--- src/inc/branch_ack_pkg.sv ---
/*
 Shared constants and carriers for the branch-condition and interrupt-acknowledge execution block.
 Assumes a single 20 MHz clock; every packed field lists its most significant part first.
*/
package branch_ack_pkg;

   // ----------------------------------------------------------------
   // Opcodes
   // ----------------------------------------------------------------
   localparam logic [7:0] op_branch_true  = 8'h42;
   localparam logic [7:0] op_branch_false = 8'h43;
   localparam logic [7:0] op_ack_reg      = 8'h9f;
   localparam logic [7:0] op_ack_indexed  = 8'hdf;

   // ----------------------------------------------------------------
   // Mask values and condition flag positions (C V G L)
   // ----------------------------------------------------------------
   localparam logic [3:0] mask_carry    = 4'h8;
   localparam logic [3:0] mask_overflow = 4'h4;
   localparam logic [3:0] mask_greater  = 4'h2;
   localparam logic [3:0] mask_less     = 4'h1;
   localparam logic [3:0] mask_zero_any = 4'h3;
   localparam int         flag_c_bit    = 3;
   localparam int         flag_v_bit    = 2;
   localparam int         flag_g_bit    = 1;
   localparam int         flag_l_bit    = 0;

   // ----------------------------------------------------------------
   // Status-derived flags: busy, check, end of medium, unavailable
   // ----------------------------------------------------------------
   localparam logic [3:0] flags_device_busy        = 4'h8;
   localparam logic [3:0] flags_check_status_flag  = 4'h4;
   localparam logic [3:0] flags_end_of_medium      = 4'h2;
   localparam logic [3:0] flags_device_unavailable = 4'h1;

   // ----------------------------------------------------------------
   // Word layout and reset values
   // ----------------------------------------------------------------
   localparam logic [15:0] next_instr_step = 16'h0004;
   localparam logic [3:0]  flags_reset     = 4'h0;
   localparam logic [15:0] addr_reset      = 16'h0000;
   localparam logic [7:0]  upper_byte_zero = 8'h00;

   // ----------------------------------------------------------------
   // Carriers
   // ----------------------------------------------------------------
   typedef struct packed {
      logic [7:0]  opcode;
      logic [3:0]  mask_field;
      logic [3:0]  index_register_field;
      logic [15:0] displacement;
   } instr_type;

   typedef struct packed {
      logic [3:0]  condition_flags;
      logic [15:0] instr_addr;
   } status_word_type;

   typedef struct packed {
      logic [7:0] device_number;
      logic [7:0] status_byte;
   } ack_reply_type;

endpackage : branch_ack_pkg

--- src/hdl/branch_condition_and_int_ack.sv ---
/*
 Execution logic for conditional branches and interrupt acknowledge.
 Assumes a sequencer issues one instruction with exec_valid, supplies the index register
 contents, and that the peripheral bus answers an acknowledge request with ack_done.
 Index register zero reads as zero, which the sequencer supplies.
*/
`timescale 1ns/1ps

module branch_condition_and_int_ack (
   // Clock and reset
   input  wire logic                            clock,
   input  wire logic                            rstn,
   // Instruction issue
   input  wire logic                            exec_valid,
   input  wire branch_ack_pkg::instr_type       instr,
   input  wire logic [15:0]                     index_value,
   // Status word load from the sequencer
   input  wire logic                            status_load,
   input  wire branch_ack_pkg::status_word_type status_in,
   // Peripheral acknowledge handshake
   output logic                                 ack_req,
   input  wire logic                            ack_done,
   input  wire branch_ack_pkg::ack_reply_type   ack_reply,
   output logic                                 int_clear,
   // Branch results
   output branch_ack_pkg::status_word_type      program_status_word,
   output logic                                 exec_done,
   output logic                                 branch_taken,
   // Acknowledge results
   output logic                                 reg1_we,
   output logic [15:0]                          reg1_data,
   output logic                                 reg2_we,
   output logic                                 mem_we,
   output logic [15:0]                          op2_addr,
   output logic [15:0]                          op2_data
);

   // ----------------------------------------------------------------
   // State
   // ----------------------------------------------------------------
   typedef enum logic [1:0] {
      idle_st,
      ack_wait_st,
      clear_st
   } state_type;

   // Sequencer and status word
   state_type                       state_q;
   state_type                       state_d;
   branch_ack_pkg::status_word_type status_q;
   branch_ack_pkg::status_word_type status_d;
   logic [3:0]                      flags_d;
   logic [15:0]                     addr_d;

   // Acknowledge context
   logic                            indexed_q;
   logic                            indexed_d;
   logic [15:0]                     ea_q;
   logic [15:0]                     ea_d;
   logic                            ack_req_q;
   logic                            ack_req_d;
   logic                            int_clear_q;
   logic                            int_clear_d;

   // Result pulses and words
   logic                            done_q;
   logic                            done_d;
   logic                            taken_q;
   logic                            taken_d;
   logic                            reg1_we_q;
   logic                            reg1_we_d;
   logic                            reg2_we_q;
   logic                            reg2_we_d;
   logic                            mem_we_q;
   logic                            mem_we_d;
   logic [15:0]                     reg1_data_q;
   logic [15:0]                     reg1_data_d;
   logic [15:0]                     op2_addr_q;
   logic [15:0]                     op2_addr_d;
   logic [15:0]                     op2_data_q;
   logic [15:0]                     op2_data_d;

   // ----------------------------------------------------------------
   // Decode
   // ----------------------------------------------------------------
   wire logic [3:0]  flags      = status_q.condition_flags;
   wire logic [3:0]  mask       = instr.mask_field;
   wire logic        is_true    = instr.opcode == branch_ack_pkg::op_branch_true;
   wire logic        is_false   = instr.opcode == branch_ack_pkg::op_branch_false;
   wire logic        is_ack_reg = instr.opcode == branch_ack_pkg::op_ack_reg;
   wire logic        is_ack_idx = instr.opcode == branch_ack_pkg::op_ack_indexed;
   wire logic        is_ack     = is_ack_reg | is_ack_idx;

   // ----------------------------------------------------------------
   // Condition test, one lane per flag
   // ----------------------------------------------------------------
   wire logic [3:0]  selected;
   wire logic [3:0]  status_flags;

   for (genvar lane = 0; lane < 4; lane++) begin : g_lane
      // A lane joins the test only where its mask bit is set
      assign selected[lane]     = flags[lane] & mask[lane];
      // Status nibble lands bit for bit on C V G L, busy highest
      assign status_flags[lane] = ack_reply.status_byte[lane];
   end

   // One test covers every named mask; a zero mask on the true form never branches
   wire logic        cond_true  = |selected;
   wire logic        cond_false = ~|selected;
   wire logic        take       = (is_true & cond_true) | (is_false & cond_false);

   // ----------------------------------------------------------------
   // Addresses and reply words
   // ----------------------------------------------------------------
   wire logic [15:0] eff_addr   = instr.displacement + index_value;
   wire logic [15:0] seq_addr   = status_q.instr_addr + branch_ack_pkg::next_instr_step;
   wire logic [15:0] dev_word   = {branch_ack_pkg::upper_byte_zero, ack_reply.device_number};
   wire logic [15:0] stat_word  = {branch_ack_pkg::upper_byte_zero, ack_reply.status_byte};

   // ----------------------------------------------------------------
   // Sequencing
   // ----------------------------------------------------------------
   wire logic        idle       = state_q == idle_st;
   wire logic        waiting    = state_q == ack_wait_st;
   wire logic        clearing   = state_q == clear_st;
   wire logic        start      = exec_valid & idle;
   wire logic        branch_go  = start & (is_true | is_false);
   wire logic        ack_go     = start & is_ack;
   wire logic        answered   = waiting & ack_done;

   always_comb begin
      state_d = state_q;
      case (state_q)
         idle_st: begin
            if (ack_go) begin
               state_d = ack_wait_st;
            end
         end
         ack_wait_st: begin
            if (ack_done) begin
               state_d = clear_st;
            end
         end
         clear_st: begin
            state_d = idle_st;
         end
         default: begin
            state_d = idle_st;
         end
      endcase
   end

   // ----------------------------------------------------------------
   // Status word
   // ----------------------------------------------------------------
   // A load beside an issue keeps the decision on the old flags
   always_comb begin
      flags_d = status_q.condition_flags;
      if (idle && status_load) begin
         flags_d = status_in.condition_flags;
      end
      if (answered) begin
         flags_d = status_flags;
      end
   end

   always_comb begin
      addr_d = status_q.instr_addr;
      if (idle && status_load) begin
         addr_d = status_in.instr_addr;
      end
      if (branch_go) begin
         addr_d = take ? eff_addr : seq_addr;
      end else if (answered) begin
         addr_d = seq_addr;
      end
   end

   assign status_d = {flags_d, addr_d};

   // ----------------------------------------------------------------
   // Acknowledge context next values
   // ----------------------------------------------------------------
   assign indexed_d   = ack_go ? is_ack_idx : indexed_q;
   assign ea_d        = ack_go ? eff_addr : ea_q;
   // Request held until the device answers
   assign ack_req_d   = ack_go | (waiting & ~ack_done);
   // Clear raised in the same cycle as the number and status write pulses
   assign int_clear_d = answered;

   // ----------------------------------------------------------------
   // Result next values
   // ----------------------------------------------------------------
   assign done_d      = branch_go | clearing;
   assign taken_d     = branch_go & take;
   assign reg1_we_d   = answered;
   assign reg2_we_d   = answered & ~indexed_q;
   assign mem_we_d    = answered & indexed_q;

   assign reg1_data_d = answered ? dev_word : reg1_data_q;
   assign op2_addr_d  = answered ? ea_q : op2_addr_q;
   assign op2_data_d  = answered ? stat_word : op2_data_q;

   // ----------------------------------------------------------------
   // Sequencer registers
   // ----------------------------------------------------------------
   always_ff @(posedge clock or negedge rstn) begin
      if (!rstn) begin
         state_q <= idle_st;
      end else begin
         state_q <= state_d;
      end
   end

   always_ff @(posedge clock or negedge rstn) begin
      if (!rstn) begin
         status_q <= '{branch_ack_pkg::flags_reset, branch_ack_pkg::addr_reset};
      end else begin
         status_q <= status_d;
      end
   end

   // ----------------------------------------------------------------
   // Acknowledge context registers
   // ----------------------------------------------------------------
   always_ff @(posedge clock or negedge rstn) begin
      if (!rstn) begin
         indexed_q <= 1'b0;
      end else begin
         indexed_q <= indexed_d;
      end
   end

   always_ff @(posedge clock or negedge rstn) begin
      if (!rstn) begin
         ea_q <= 16'h0000;
      end else begin
         ea_q <= ea_d;
      end
   end

   always_ff @(posedge clock or negedge rstn) begin
      if (!rstn) begin
         ack_req_q <= 1'b0;
      end else begin
         ack_req_q <= ack_req_d;
      end
   end

   always_ff @(posedge clock or negedge rstn) begin
      if (!rstn) begin
         int_clear_q <= 1'b0;
      end else begin
         int_clear_q <= int_clear_d;
      end
   end

   // ----------------------------------------------------------------
   // Result pulse registers
   // ----------------------------------------------------------------
   always_ff @(posedge clock or negedge rstn) begin
      if (!rstn) begin
         done_q <= 1'b0;
      end else begin
         done_q <= done_d;
      end
   end

   always_ff @(posedge clock or negedge rstn) begin
      if (!rstn) begin
         taken_q <= 1'b0;
      end else begin
         taken_q <= taken_d;
      end
   end

   always_ff @(posedge clock or negedge rstn) begin
      if (!rstn) begin
         reg1_we_q <= 1'b0;
      end else begin
         reg1_we_q <= reg1_we_d;
      end
   end

   always_ff @(posedge clock or negedge rstn) begin
      if (!rstn) begin
         reg2_we_q <= 1'b0;
      end else begin
         reg2_we_q <= reg2_we_d;
      end
   end

   always_ff @(posedge clock or negedge rstn) begin
      if (!rstn) begin
         mem_we_q <= 1'b0;
      end else begin
         mem_we_q <= mem_we_d;
      end
   end

   // ----------------------------------------------------------------
   // Result word registers
   // ----------------------------------------------------------------
   always_ff @(posedge clock or negedge rstn) begin
      if (!rstn) begin
         reg1_data_q <= 16'h0000;
      end else begin
         reg1_data_q <= reg1_data_d;
      end
   end

   always_ff @(posedge clock or negedge rstn) begin
      if (!rstn) begin
         op2_addr_q <= 16'h0000;
      end else begin
         op2_addr_q <= op2_addr_d;
      end
   end

   always_ff @(posedge clock or negedge rstn) begin
      if (!rstn) begin
         op2_data_q <= 16'h0000;
      end else begin
         op2_data_q <= op2_data_d;
      end
   end

   // ----------------------------------------------------------------
   // Handshake outputs
   // ----------------------------------------------------------------
   assign ack_req             = ack_req_q;
   assign int_clear           = int_clear_q;

   // ----------------------------------------------------------------
   // Result outputs
   // ----------------------------------------------------------------
   assign program_status_word = status_q;
   assign exec_done           = done_q;
   assign branch_taken        = taken_q;
   assign reg1_we             = reg1_we_q;
   assign reg1_data           = reg1_data_q;
   assign reg2_we             = reg2_we_q;
   assign mem_we              = mem_we_q;
   assign op2_addr            = op2_addr_q;
   assign op2_data            = op2_data_q;

endmodule : branch_condition_and_int_ack

--- config.mk ---
export PLATFORM = sky130hd
export DESIGN_NAME = branch_condition_and_int_ack
export DESIGN_NICKNAME = d
export VERILOG_FILES = /design/src/inc/branch_ack_pkg.sv /design/src/hdl/branch_condition_and_int_ack.sv
export SDC_FILE = /design/constraint.sdc
export NUM_CORES = 1
export LEC_CHECK = 0
export ABC_AREA = 1
export BUFFER_PORTS_ARGS = -buffer_cell sky130_fd_sc_hd__buf_2
export CORE_MARGIN = 2
export CORE_UTILIZATION = 46
export DETAILED_ROUTE_END_ITERATION = 8
export PLACE_DENSITY = 0.77
export SLEW_MARGIN = 20
export SYNTH_ARGS = -nofsm -noshare
export SYNTH_HDL_FRONTEND = slang
export SYNTH_SLANG_ARGS = --single-unit
--- constraint.sdc ---
create_clock -name clock -period 1.5 [get_ports clock]
set_clock_uncertainty 0.1 [all_clocks]
set_input_delay 0 -clock clock [delete_from_list [all_inputs] [get_ports clock]]
set_output_delay 0 -clock clock [all_outputs]
set_load 0.01 [all_outputs]
Word-level counts from Yosys, hierarchy flattened
Cells that the tools add are included.
- logic and storage cells: 61
- register bits after elaboration: 77
- output and inout port bits: 75
- bits of input ports: 89
- equal/unequal tests: 8
- bitwise operators: 21
- reduce and logical (&&, ||, !) cells: 7
- muxes and demuxes: 9
- add/sub/neg operators: 2
- operator list (cell ; count):
    16-bit two-way mux ; 4
    16-bit adder ; 1
    16-bit by 3-bit adder with 16-bit output (second input constant) ; 1
    8-bit by 7-bit equality test with 1-bit output (second input constant) ; 2
    8-bit equality test (second input constant) ; 2
    1-bit bitwise AND ; 14
    4-bit two-way mux ; 2
    1-bit bitwise OR ; 5
    2-bit two-way mux ; 2
    2-bit case mux with 2 select lines ; 1
    4-bit OR reduction ; 1
    3-bit nonzero test ; 1
    2-bit by 1-bit equality test with 1-bit output (second input constant) ; 1
    2-bit equality test (second input constant) ; 1
    2-bit zero test ; 1
    2-bit by 1-bit != test with 1-bit output (second input constant) ; 1
    2-bit != test (second input constant) ; 1
    1-bit inverter ; 2
    2-bit AND reduction ; 1
    2-bit nonzero test ; 1
    1-bit logical AND ; 1
    1-bit zero test ; 1

Depth between registers and ports, before layout
Gate-level depths: netlist of run 1.
- depth after elaboration: 7
- depth in mapped cells: 14
- mapped depth without buffers: 13

Worst setup path before layout of run 1
No wires, ideal clock.
- path type: reg-to-reg
- start: register status_q (netlist bit program_status_word[2])
- end: register status_q (netlist bit program_status_word[14])
- path slack: -0.128 ns
- cell stages (with the launch flop): 11
- arrival: 1.411 ns
- clock period less this slack: 1.628 ns
- data required time: 1.283 ns
- buffers on the path: 0
- library setup time: 0.117 ns
- cell sequence: dfrtp_1 ha_1 nand2_1 nor3_2 nand3_1 nand2_1 nand2_1 nand3_1 nand2_1 nor2_1 nor2_1
- cells in the longest elaborated chain, start to end: 3
- elaborated cells on any way between the ends: 4
- classes of those cells: add/sub (1); mux (3)
- ends and longest elaborated chain (item ; RTL line ; RTL):
    start: declaration ; branch_condition_and_int_ack.sv:50 ; branch_ack_pkg::status_word_type status_q;
    start signal: assignment ; branch_condition_and_int_ack.sv:217 ; status_q <= '{branch_ack_pkg::flags_reset, branch_ack_pkg::addr_reset};
    start signal: assignment ; branch_condition_and_int_ack.sv:219 ; status_q <= status_d;
    16-bit by 3-bit adder with 16-bit output * ; branch_condition_and_int_ack.sv:116 ; wire logic [15:0] seq_addr = status_q.instr_addr + branch_ack_pkg::next_instr_step;
    16-bit two-way mux (on tied branches) ; branch_condition_and_int_ack.sv:174, branch_condition_and_int_ack.sv:173 ;
    16-bit two-way mux * ; branch_condition_and_int_ack.sv:172 ; if (branch_go) begin
Mark *: on every way between the ends. The rest lies on a longest branch, timed or not.
A chain may end at the register's enable or synchronous reset.

Worst setup path after layout of run 1
- start: register state_q[0]
- end: register status_q (netlist bit program_status_word[8])
- cells in the longest elaborated chain, start to end: 4
- elaborated cells on any way between the ends: 9
- classes of those cells: eq/ne (1); mux (2); bitwise (3); reduce/logical (3)
- ends and longest elaborated chain (item ; RTL line ; RTL):
    start: declaration ; branch_condition_and_int_ack.sv:48 ; state_type state_q;
    start signal: assignment ; branch_condition_and_int_ack.sv:209 ; state_q <= idle_st;
    start signal: assignment ; branch_condition_and_int_ack.sv:211 ; state_q <= state_d;
    2-bit by 1-bit equality test with 1-bit output / 2-bit zero test (equally long branches) ; branch_condition_and_int_ack.sv:124, branch_condition_and_int_ack.sv:123 ;
    1-bit bitwise AND (on tied branches) ; branch_condition_and_int_ack.sv:129, branch_condition_and_int_ack.sv:126 ;
    16-bit two-way mux / 1-bit bitwise AND (equally long branches) ; branch_condition_and_int_ack.sv:174, branch_condition_and_int_ack.sv:127 ;
    16-bit two-way mux / 3-bit nonzero test (equally long branches) ; n/a ;
Parallel ways exist; a longest one is shown, timed or not.

==> results by group, run 1 <==
STA
  • Fmax achieved: 0.598 GHz
  • Transition time of the tightest slew-check pin: 521 ps
  • Setup-failing EPs final: 16
  • Hold Vio Cnt, Final: 0
  • Total Negative Setup Slacks: -2100 ps
  • Worst slew slack as a fraction of its limit: 65.2%
  • Final count of pins violating max slew: 0
  • Worst hold slack: 34.3 ps
  • Final critical-path required period: 1670 ps
  • Setup slack of the critical path after layout: -173 ps
  • Final worst path period share: 112%
  • Setup repair after global routing missed its margin: yes

Floorplanning
  • Top-level port count: 164
  • Height of the die: 104 µm
  • Initial cell density of the core: 47.5%
  • Die area: 10900 µm²
  • Number of cell rows: 36
  • Area of the core: 9770 µm²
  • Horizontal extent of the die: 104 µm

Pwr
  • Overall power: 5.72 mW
  • Power Density: 846 nW/µm²
  • Reported leakage power: 3.85 nW
  • IR drop worst, VDD: 0.000418 V

Critical path
  • R2r worst-path depth: 10
  • Buffering stage count on the worst path with inverters included: 3
  • Endpoint arrival time on the critical path: 1850 ps
  • End of the critical path: program_status_word[8]
  • Slowest cell on crit path: dfrtp_1
  • Crit path from: state_q[0]
  • Kind of end point of the critical path: flip-flop
  • Largest driver fanout on the critical path: 7
  • Count of cell instances traversed by the critical path: 10
  • Critical Path Max Stage Delay: 420 ps
  • Critical path's top delay family: simple AND/OR/NAND/NOR gates
  • Kind of critical path: reg -> reg
  • Setup slack, reg-to-reg: -170 ps
  • Category of the worst setup path launch point: flip-flop
  • Worst path required time: 1670 ps
  • Cell repeated most along the worst path: nand2_4
  • Worst flop-to-flop path startpoint: state_q[0]
  • Cells traversed along the worst timing path: nor2_2, nand2_2, inv_2, nand2_4, nand2_4, clkinvlp_4, o21ai_0, nand3_1, nand2_1, inv_1
  • Endpoint of the worst-slack reg-to-reg timing path: program_status_word[8]

Layout
  • Net count, final: 1010
  • Fraction of layout cells with a size suffix above 1: 31.5%
  • Diodes inserted: 0
  • Layout area overhead: 45.4%
  • Layout Cells excl Fill: 1042
  • Final design instance area without fill: 6750 µm²
  • Layout filler cell count: 785

Placement
  • Placed cell area: 5890 µm²
  • Total placed cells including tap cells: 975
  • Detailed Place HPWL: 10200 µm
  • IO buf count: 143
  • Placer congestion estimate: 0.916

Detailed routing
  • Metal-1 WL: 6020 µm
  • Post-detailed-route DRC marker count: 0
  • Amount of wire on met3 after detailed routing: 1020 µm
  • Total Wirelength: 14400 µm
  • First-pass DRT Iterations: 5
  • Mean number of vias per cell: 4.92
  • DR vias: 5126
  • Top Layer Used: met4
  • Number of violations reported at the end of detailed-routing iteration 0: 484
  • Wire length on met2: 6970 µm
  • Post-DR wirelength/cell: 13.8 µm
  • Routed Antenna Nets: 0

Synthesis
  • Synth warnings: 0
  • Register bit count reported by yosys: 77
  • Async set or reset register ratio after synthesis: 100%
  • Most used flip-flop cell after synthesis: dfrtp_1
  • Sequential element share of the synthesized area: 41.5%
  • Fraction of synthesized cell area taken by the top area cell type: 41.5%
  • Post-synthesis area per instance: 7.09 µm²
  • Number of distinct library cells after synthesis: 34
  • Number of synthesized flops with an enable pin: 0
  • Synth area leader: dfrtp_1
  • Gate Count Post-Synth: 655
  • Syn Std Cell Area: 4650 µm²
  • Cell types with the largest area share after synthesis: dfrtp_1 (41%), nand2_1 (21%), inv_1 (5.6%)

GRT
  • Via count of the first global-routing pass: 4912
  • Leftover overflow at the end of global routing: 0
  • Pin count of the biggest net entering global routing: 39
  • Initial antenna violation count: 0
  • Global-route wire length before repair: 23100 µm
  • Overall Global Routing Usage: 26.5%

CTS
  • Deepest level of the CTS H-tree: 3
  • Number of clock buffers inserted by TritonCTS: 9
  • Clock-pin transition on the worst setup and hold timing paths: 80 ps
  • Worst-skew pair later-pin latency: 380 ps
  • TritonCTS clock tree: yes
  • Number of buffers on the longest clock path: 2
  • Number of clock sinks: 77
  • Clock root buffer: clkbuf_8

Outcome
  • Run status: finished with violations
  • Failing checks: setup timing

Flow run
  • Max cap viols: 0

Hold path
  • Type of the worst min-delay path: in -> reg
how the worst min path moves through the flow:
stage	endpoint	cells after the start	startpoint	slack, ps
6_report	program_status_word[0]	6	index_value[0]	30
2_1_floorplan	ack_req	0	rstn	-400
3_5_place_dp	op2_data[0]	1	rstn	-90
3_3_place_gp	op2_data[0]	1	rstn	-90
5_1_grt	program_status_word[0]	6	index_value[0]	60
4_1_cts	program_status_word[0]	6	index_value[0]	40
worst register-to-register path, stage by stage (launching register included):
cell and delay, ps:
dfrtp_1 420, nor2_2 130, nand2_2 80, inv_2 70
nand2_4 80, nand2_4 110, clkinvlp_4 190, o21ai_0 190
nand3_1 110, nand2_1 60, inv_1 40
Yosys cell counts (2+ instances only):
| cell type | instances |
|---|---|
| o21ai_0 | 39 |
| nand2_2 | 6 |
| buf_4 | 19 |
| xor2_1 | 14 |
| nand3b_1 | 2 |
| nor2_2 | 3 |
| nand2_4 | 2 |
| nor2_1 | 64 |
| dfrtp_1 | 77 |
| nand4_1 | 6 |
| a21oi_1 | 16 |
| and2_1 | 3 |
| inv_1 | 69 |
| inv_2 | 2 |
| buf_2 | 4 |
| nand3_1 | 28 |
| clkbuf_1 | 8 |
| ha_1 | 16 |
| nand2_1 | 257 |
| xnor2_1 | 3 |
| or2_2 | 2 |
| nor3_1 | 3 |
sequential cells by signal, summed over array words and instances, names as in the netlist, 2 cells and up:
register,flops
ea_q,16
flags,4
op2_addr,16
op2_data,8
program_status_word,16
reg1_data,8
state_q,2
metrics by stage:
stage	utilization, %	setup WS, ps
after floorplan	-	-103
after global placement	60.3	-167
after detailed placement	60.3	-222
after CTS	67.8	-127
after global routing	69.1	-261
final	69.1	-173
per-layer routing:
metal  global-route usage, %  up-vias
met3                    5.83       38
li1                        -     2489
met4                    11.1        0
met1                    33.2     2347
met2                    44.1      252
met5                       0        -
cells by family (layout without fill, tap and decap cells):
group | count (synthesis) | after routing | synth area share, %
simple gates | 380 | 381 | 33.8
buf+inv | 105 | 343 | 10.3
flops | 77 | 77 | 41.5
compound gates | 58 | 58 | 6.38
fa+ha+maj | 17 | 17 | 4.74
xor+xnor | 17 | 17 | 3.21
other cells | 1 | 16 | 0.0807
layout make-up:
class / instances / area, µm² / area share (%)
multi-input cells: 489 / 2470 / 36.5
repair buffers: 251 / 1700 / 25.2
flip-flops and latches: 77 / 1930 / 28.5
clock inverters: 6 / 46.3 / 0.685
inverters: 73 / 292 / 4.32
clock buffers: 10 / 138 / 2.04
well taps: 133 / 166 / 2.46
repair inverters: 3 / 18.8 / 0.278
repair_timing:
action / 4_1_cts / 5_1_grt
pin swaps: 6 / 18
gates resized for setup: 35 / 39
hold buffers: 40 / 0
setup buffers: 3 / 1
endpoints found under the setup margin: 34 / 49
hold endpoints to repair: 117 / 0
gates cloned: 3 / 4
power by group:
part	leakage [nW]	total (mW)	internal (mW)	switching (mW)
sequential	0.962	2.45	2.31	0.141
clock	0.0893	1.50	0.657	0.848
combinational	2.80	1.76	0.788	0.976
total	3.85	5.72	3.75	1.96
layout by cell type (no fill, tap or decap), types with 4 or more instances in the layout:
master,n
inv_2,4
nor2_1,58
inv_1,63
nand2_4,10
xor2_1,14
dlygate4sd3_1,40
nand2_2,14
buf_2,143
buf_4,59
dfrtp_1,77
nand4_1,6
buf_6,4
nand2_1,242
nand3_1,23
clkbuf_8,10
nand3_2,5
inv_4,4
o21ai_0,27
buf_12,4
ha_1,15
nor2_2,6
clkinvlp_4,4
a21oi_1,15
o21ai_1,11
conb_1,16
Note: power is estimated with default switching activity, not from simulation.
==> run 2: changes to the inputs <==
- CORE_UTILIZATION: 46 -> 50
- PLACE_DENSITY: 0.77 -> 0.79
- SETUP_SLACK_MARGIN: not set -> 0.3
- clock period: 1.5 -> 2 ns (I/O delays scaled with it)
==> results by group, run 2 (same netlist as run 1, synthesis figures left out) <==
Outcome
  • Run status: complete, no violations

Floorplanning
  • Area of the core: 9110 µm²
  • Height of the die: 100 µm
  • Number of cell rows: 35
  • Top-level port count: 164
  • Initial cell density of the core: 51.0%
  • Die area: 10100 µm²
  • Horizontal extent of the die: 100 µm

CTS
  • Clock root buffer: clkbuf_8
  • Number of clock buffers inserted by TritonCTS: 9
  • Worst-skew pair later-pin latency: 360 ps
  • Number of clock sinks: 77
  • Clock-pin transition on the worst setup and hold timing paths: 90 ps
  • Number of buffers on the longest clock path: 2
  • TritonCTS clock tree: yes
  • Deepest level of the CTS H-tree: 3

Detailed routing
  • Mean number of vias per cell: 5.07
  • Number of violations reported at the end of detailed-routing iteration 0: 391
  • Top Layer Used: met4
  • Routed Antenna Nets: 0
  • Wire length on met2: 6380 µm
  • Total Wirelength: 13500 µm
  • Post-DR wirelength/cell: 13.9 µm
  • Metal-1 WL: 5680 µm
  • Post-detailed-route DRC marker count: 0
  • First-pass DRT Iterations: 5
  • DR vias: 4936
  • Amount of wire on met3 after detailed routing: 1010 µm

Flow run
  • Max cap viols: 0

STA
  • Hold Vio Cnt, Final: 0
  • Final worst path period share: 86.1%
  • Final count of pins violating max slew: 0
  • Total Negative Setup Slacks: 0 ps
  • Worst slew slack as a fraction of its limit: 52.7%
  • Fmax achieved: 0.580 GHz
  • Final critical-path required period: 1720 ps
  • Setup-failing EPs final: 0
  • Setup repair after global routing missed its margin: yes
  • Transition time of the tightest slew-check pin: 710 ps

Placement
  • IO buf count: 143
  • Placer congestion estimate: 0.886
  • Detailed Place HPWL: 9350 µm

Layout
  • Highest-count cells in the layout ignoring fill and taps: nand2_1 (252), buf_2 (142), dfrtp_1 (74)
  • Most frequent standard cell in the layout excluding fill and tap cells: nand2_1
  • Layout filler cell count: 707
  • Net count, final: 963
  • Final cell utilization of the core: 69.1%
  • Layout area overhead: 35.4%
  • Fraction of layout cells with a size suffix above 1: 26.1%
  • Diodes inserted: 0

Critical path
  • Critical Path Max Stage Delay: 460 ps
  • Cells traversed along the worst timing path: nor2_4, nand2_4, inv_2, nand2_4, nand2_8, clkinvlp_4, o21ai_1, nand2_1, nor2_1, nor2_1
  • Worst path required time: 2160 ps
  • Critical path's top delay family: simple AND/OR/NAND/NOR gates
  • Crit path from: state_q[0]
  • Kind of critical path: reg -> reg
  • Slowest cell on crit path: dfrtp_2
  • Endpoint arrival time on the critical path: 1880 ps
  • Kind of end point of the critical path: flip-flop
  • Category of the worst setup path launch point: flip-flop
  • Buffering stage count on the worst path with inverters included: 2
  • Largest driver fanout on the critical path: 7
  • Worst flop-to-flop path startpoint: state_q[0]

GRT
  • Initial antenna violation count: 0
  • Overall Global Routing Usage: 25.8%
  • Pin count of the biggest net entering global routing: 56
  • Global-route wire length before repair: 20700 µm
  • Leftover overflow at the end of global routing: 0
  • Via count of the first global-routing pass: 4569

Hold path
  • Critical hold path startpoint: index_value[1]
  • Type of the worst min-delay path: in -> reg

Pwr
  • Power Density: 672 nW/µm²
  • IR drop worst, VDD: 0.000328 V
  • Reported leakage power: 3.60 nW
==> run 2: cell types whose count changed in the layout (fill, tap and decap cells not counted), moves of 4 or more <==
cell	previous run	this run
o21ai_0	27	33
nand2_1	242	252
o21ai_2	1	5
buf_4	59	20
inv_1	63	67
nand2_4	10	5
buf_12	4	0
nand2_2	14	8
o21ai_1	11	1
==> run 2: cell type report <==
type	count	area, µm²	area share, %
timing repair inverter	1	7.51	0.119
clock inverter	7	80.1	1.27
multi-input combinational	489	2420	38.5
clock buffer	9	124	1.97
sequential	77	1930	30.7
timing repair buffer	206	1300	20.7
inverter	73	283	4.49
tap	111	139	2.21
==> run 2: per-stage QoR <==
stage	hold WS [ps]	instances	worst slack (ps)	area (µm²)	power, mW
2_1_floorplan	-396	670	372	4700	2.48
3_3_place_gp	-16.8	901	242	5420	2.84
3_5_place_dp	-7.64	901	183	5420	2.87
4_1_cts	32.4	965	288	6130	4.18
5_1_grt	87.8	973	199	6290	4.45
6_report	57.6	973	277	6290	4.23
==> run 2: final timing paths <==
check                                         end  slack [ps]  cells past startpoint
max                        program_status_word[3]         280                     10
min                                       ea_q[1]          60                      4
max reg2reg                program_status_word[3]         280                     10
min reg2reg                               reg2_we         340                      1
max in group asynchronous                 ea_q[6]         930                      3
min in group asynchronous             op2_data[0]         130                      2
==> run 2: routing by layer <==
layer,up-vias,GRT usage [%]
li1,2394,-
met1,2225,32.3
met2,264,44.3
met3,53,4.39
met4,0,10.3
met5,-,0
==> run 2: timing repair <==
| item | CTS | global route |
|---|---|---|
| cloned | 1 | 1 |
| endpoints found under the hold margin | 95 | 0 |
| hold buffers | 42 | 0 |
| gates resized for setup | 12 | 32 |
| pin swaps | 2 | 21 |
| setup endpoints to repair | 15 | 19 |
| buffers inserted | 5 | 7 |
==> run 2: power by group <==
part / switching (mW) / leakage (nW) / total (mW) / internal (mW)
Combinational: 0.672 / 2.54 / 1.15 / 0.477
Clock: 0.637 / 0.103 / 1.23 / 0.596
Sequential: 0.118 / 0.958 / 1.85 / 1.73
==> run 2: worst reg2reg max path, delay by kind of cell (launching register included) <==
family	cells	cell delay (ps)
AOI/OAI and AO/OA	1	170
DFF	1	460
buffers and inverters	2	260
and+or+nand+nor	7	640
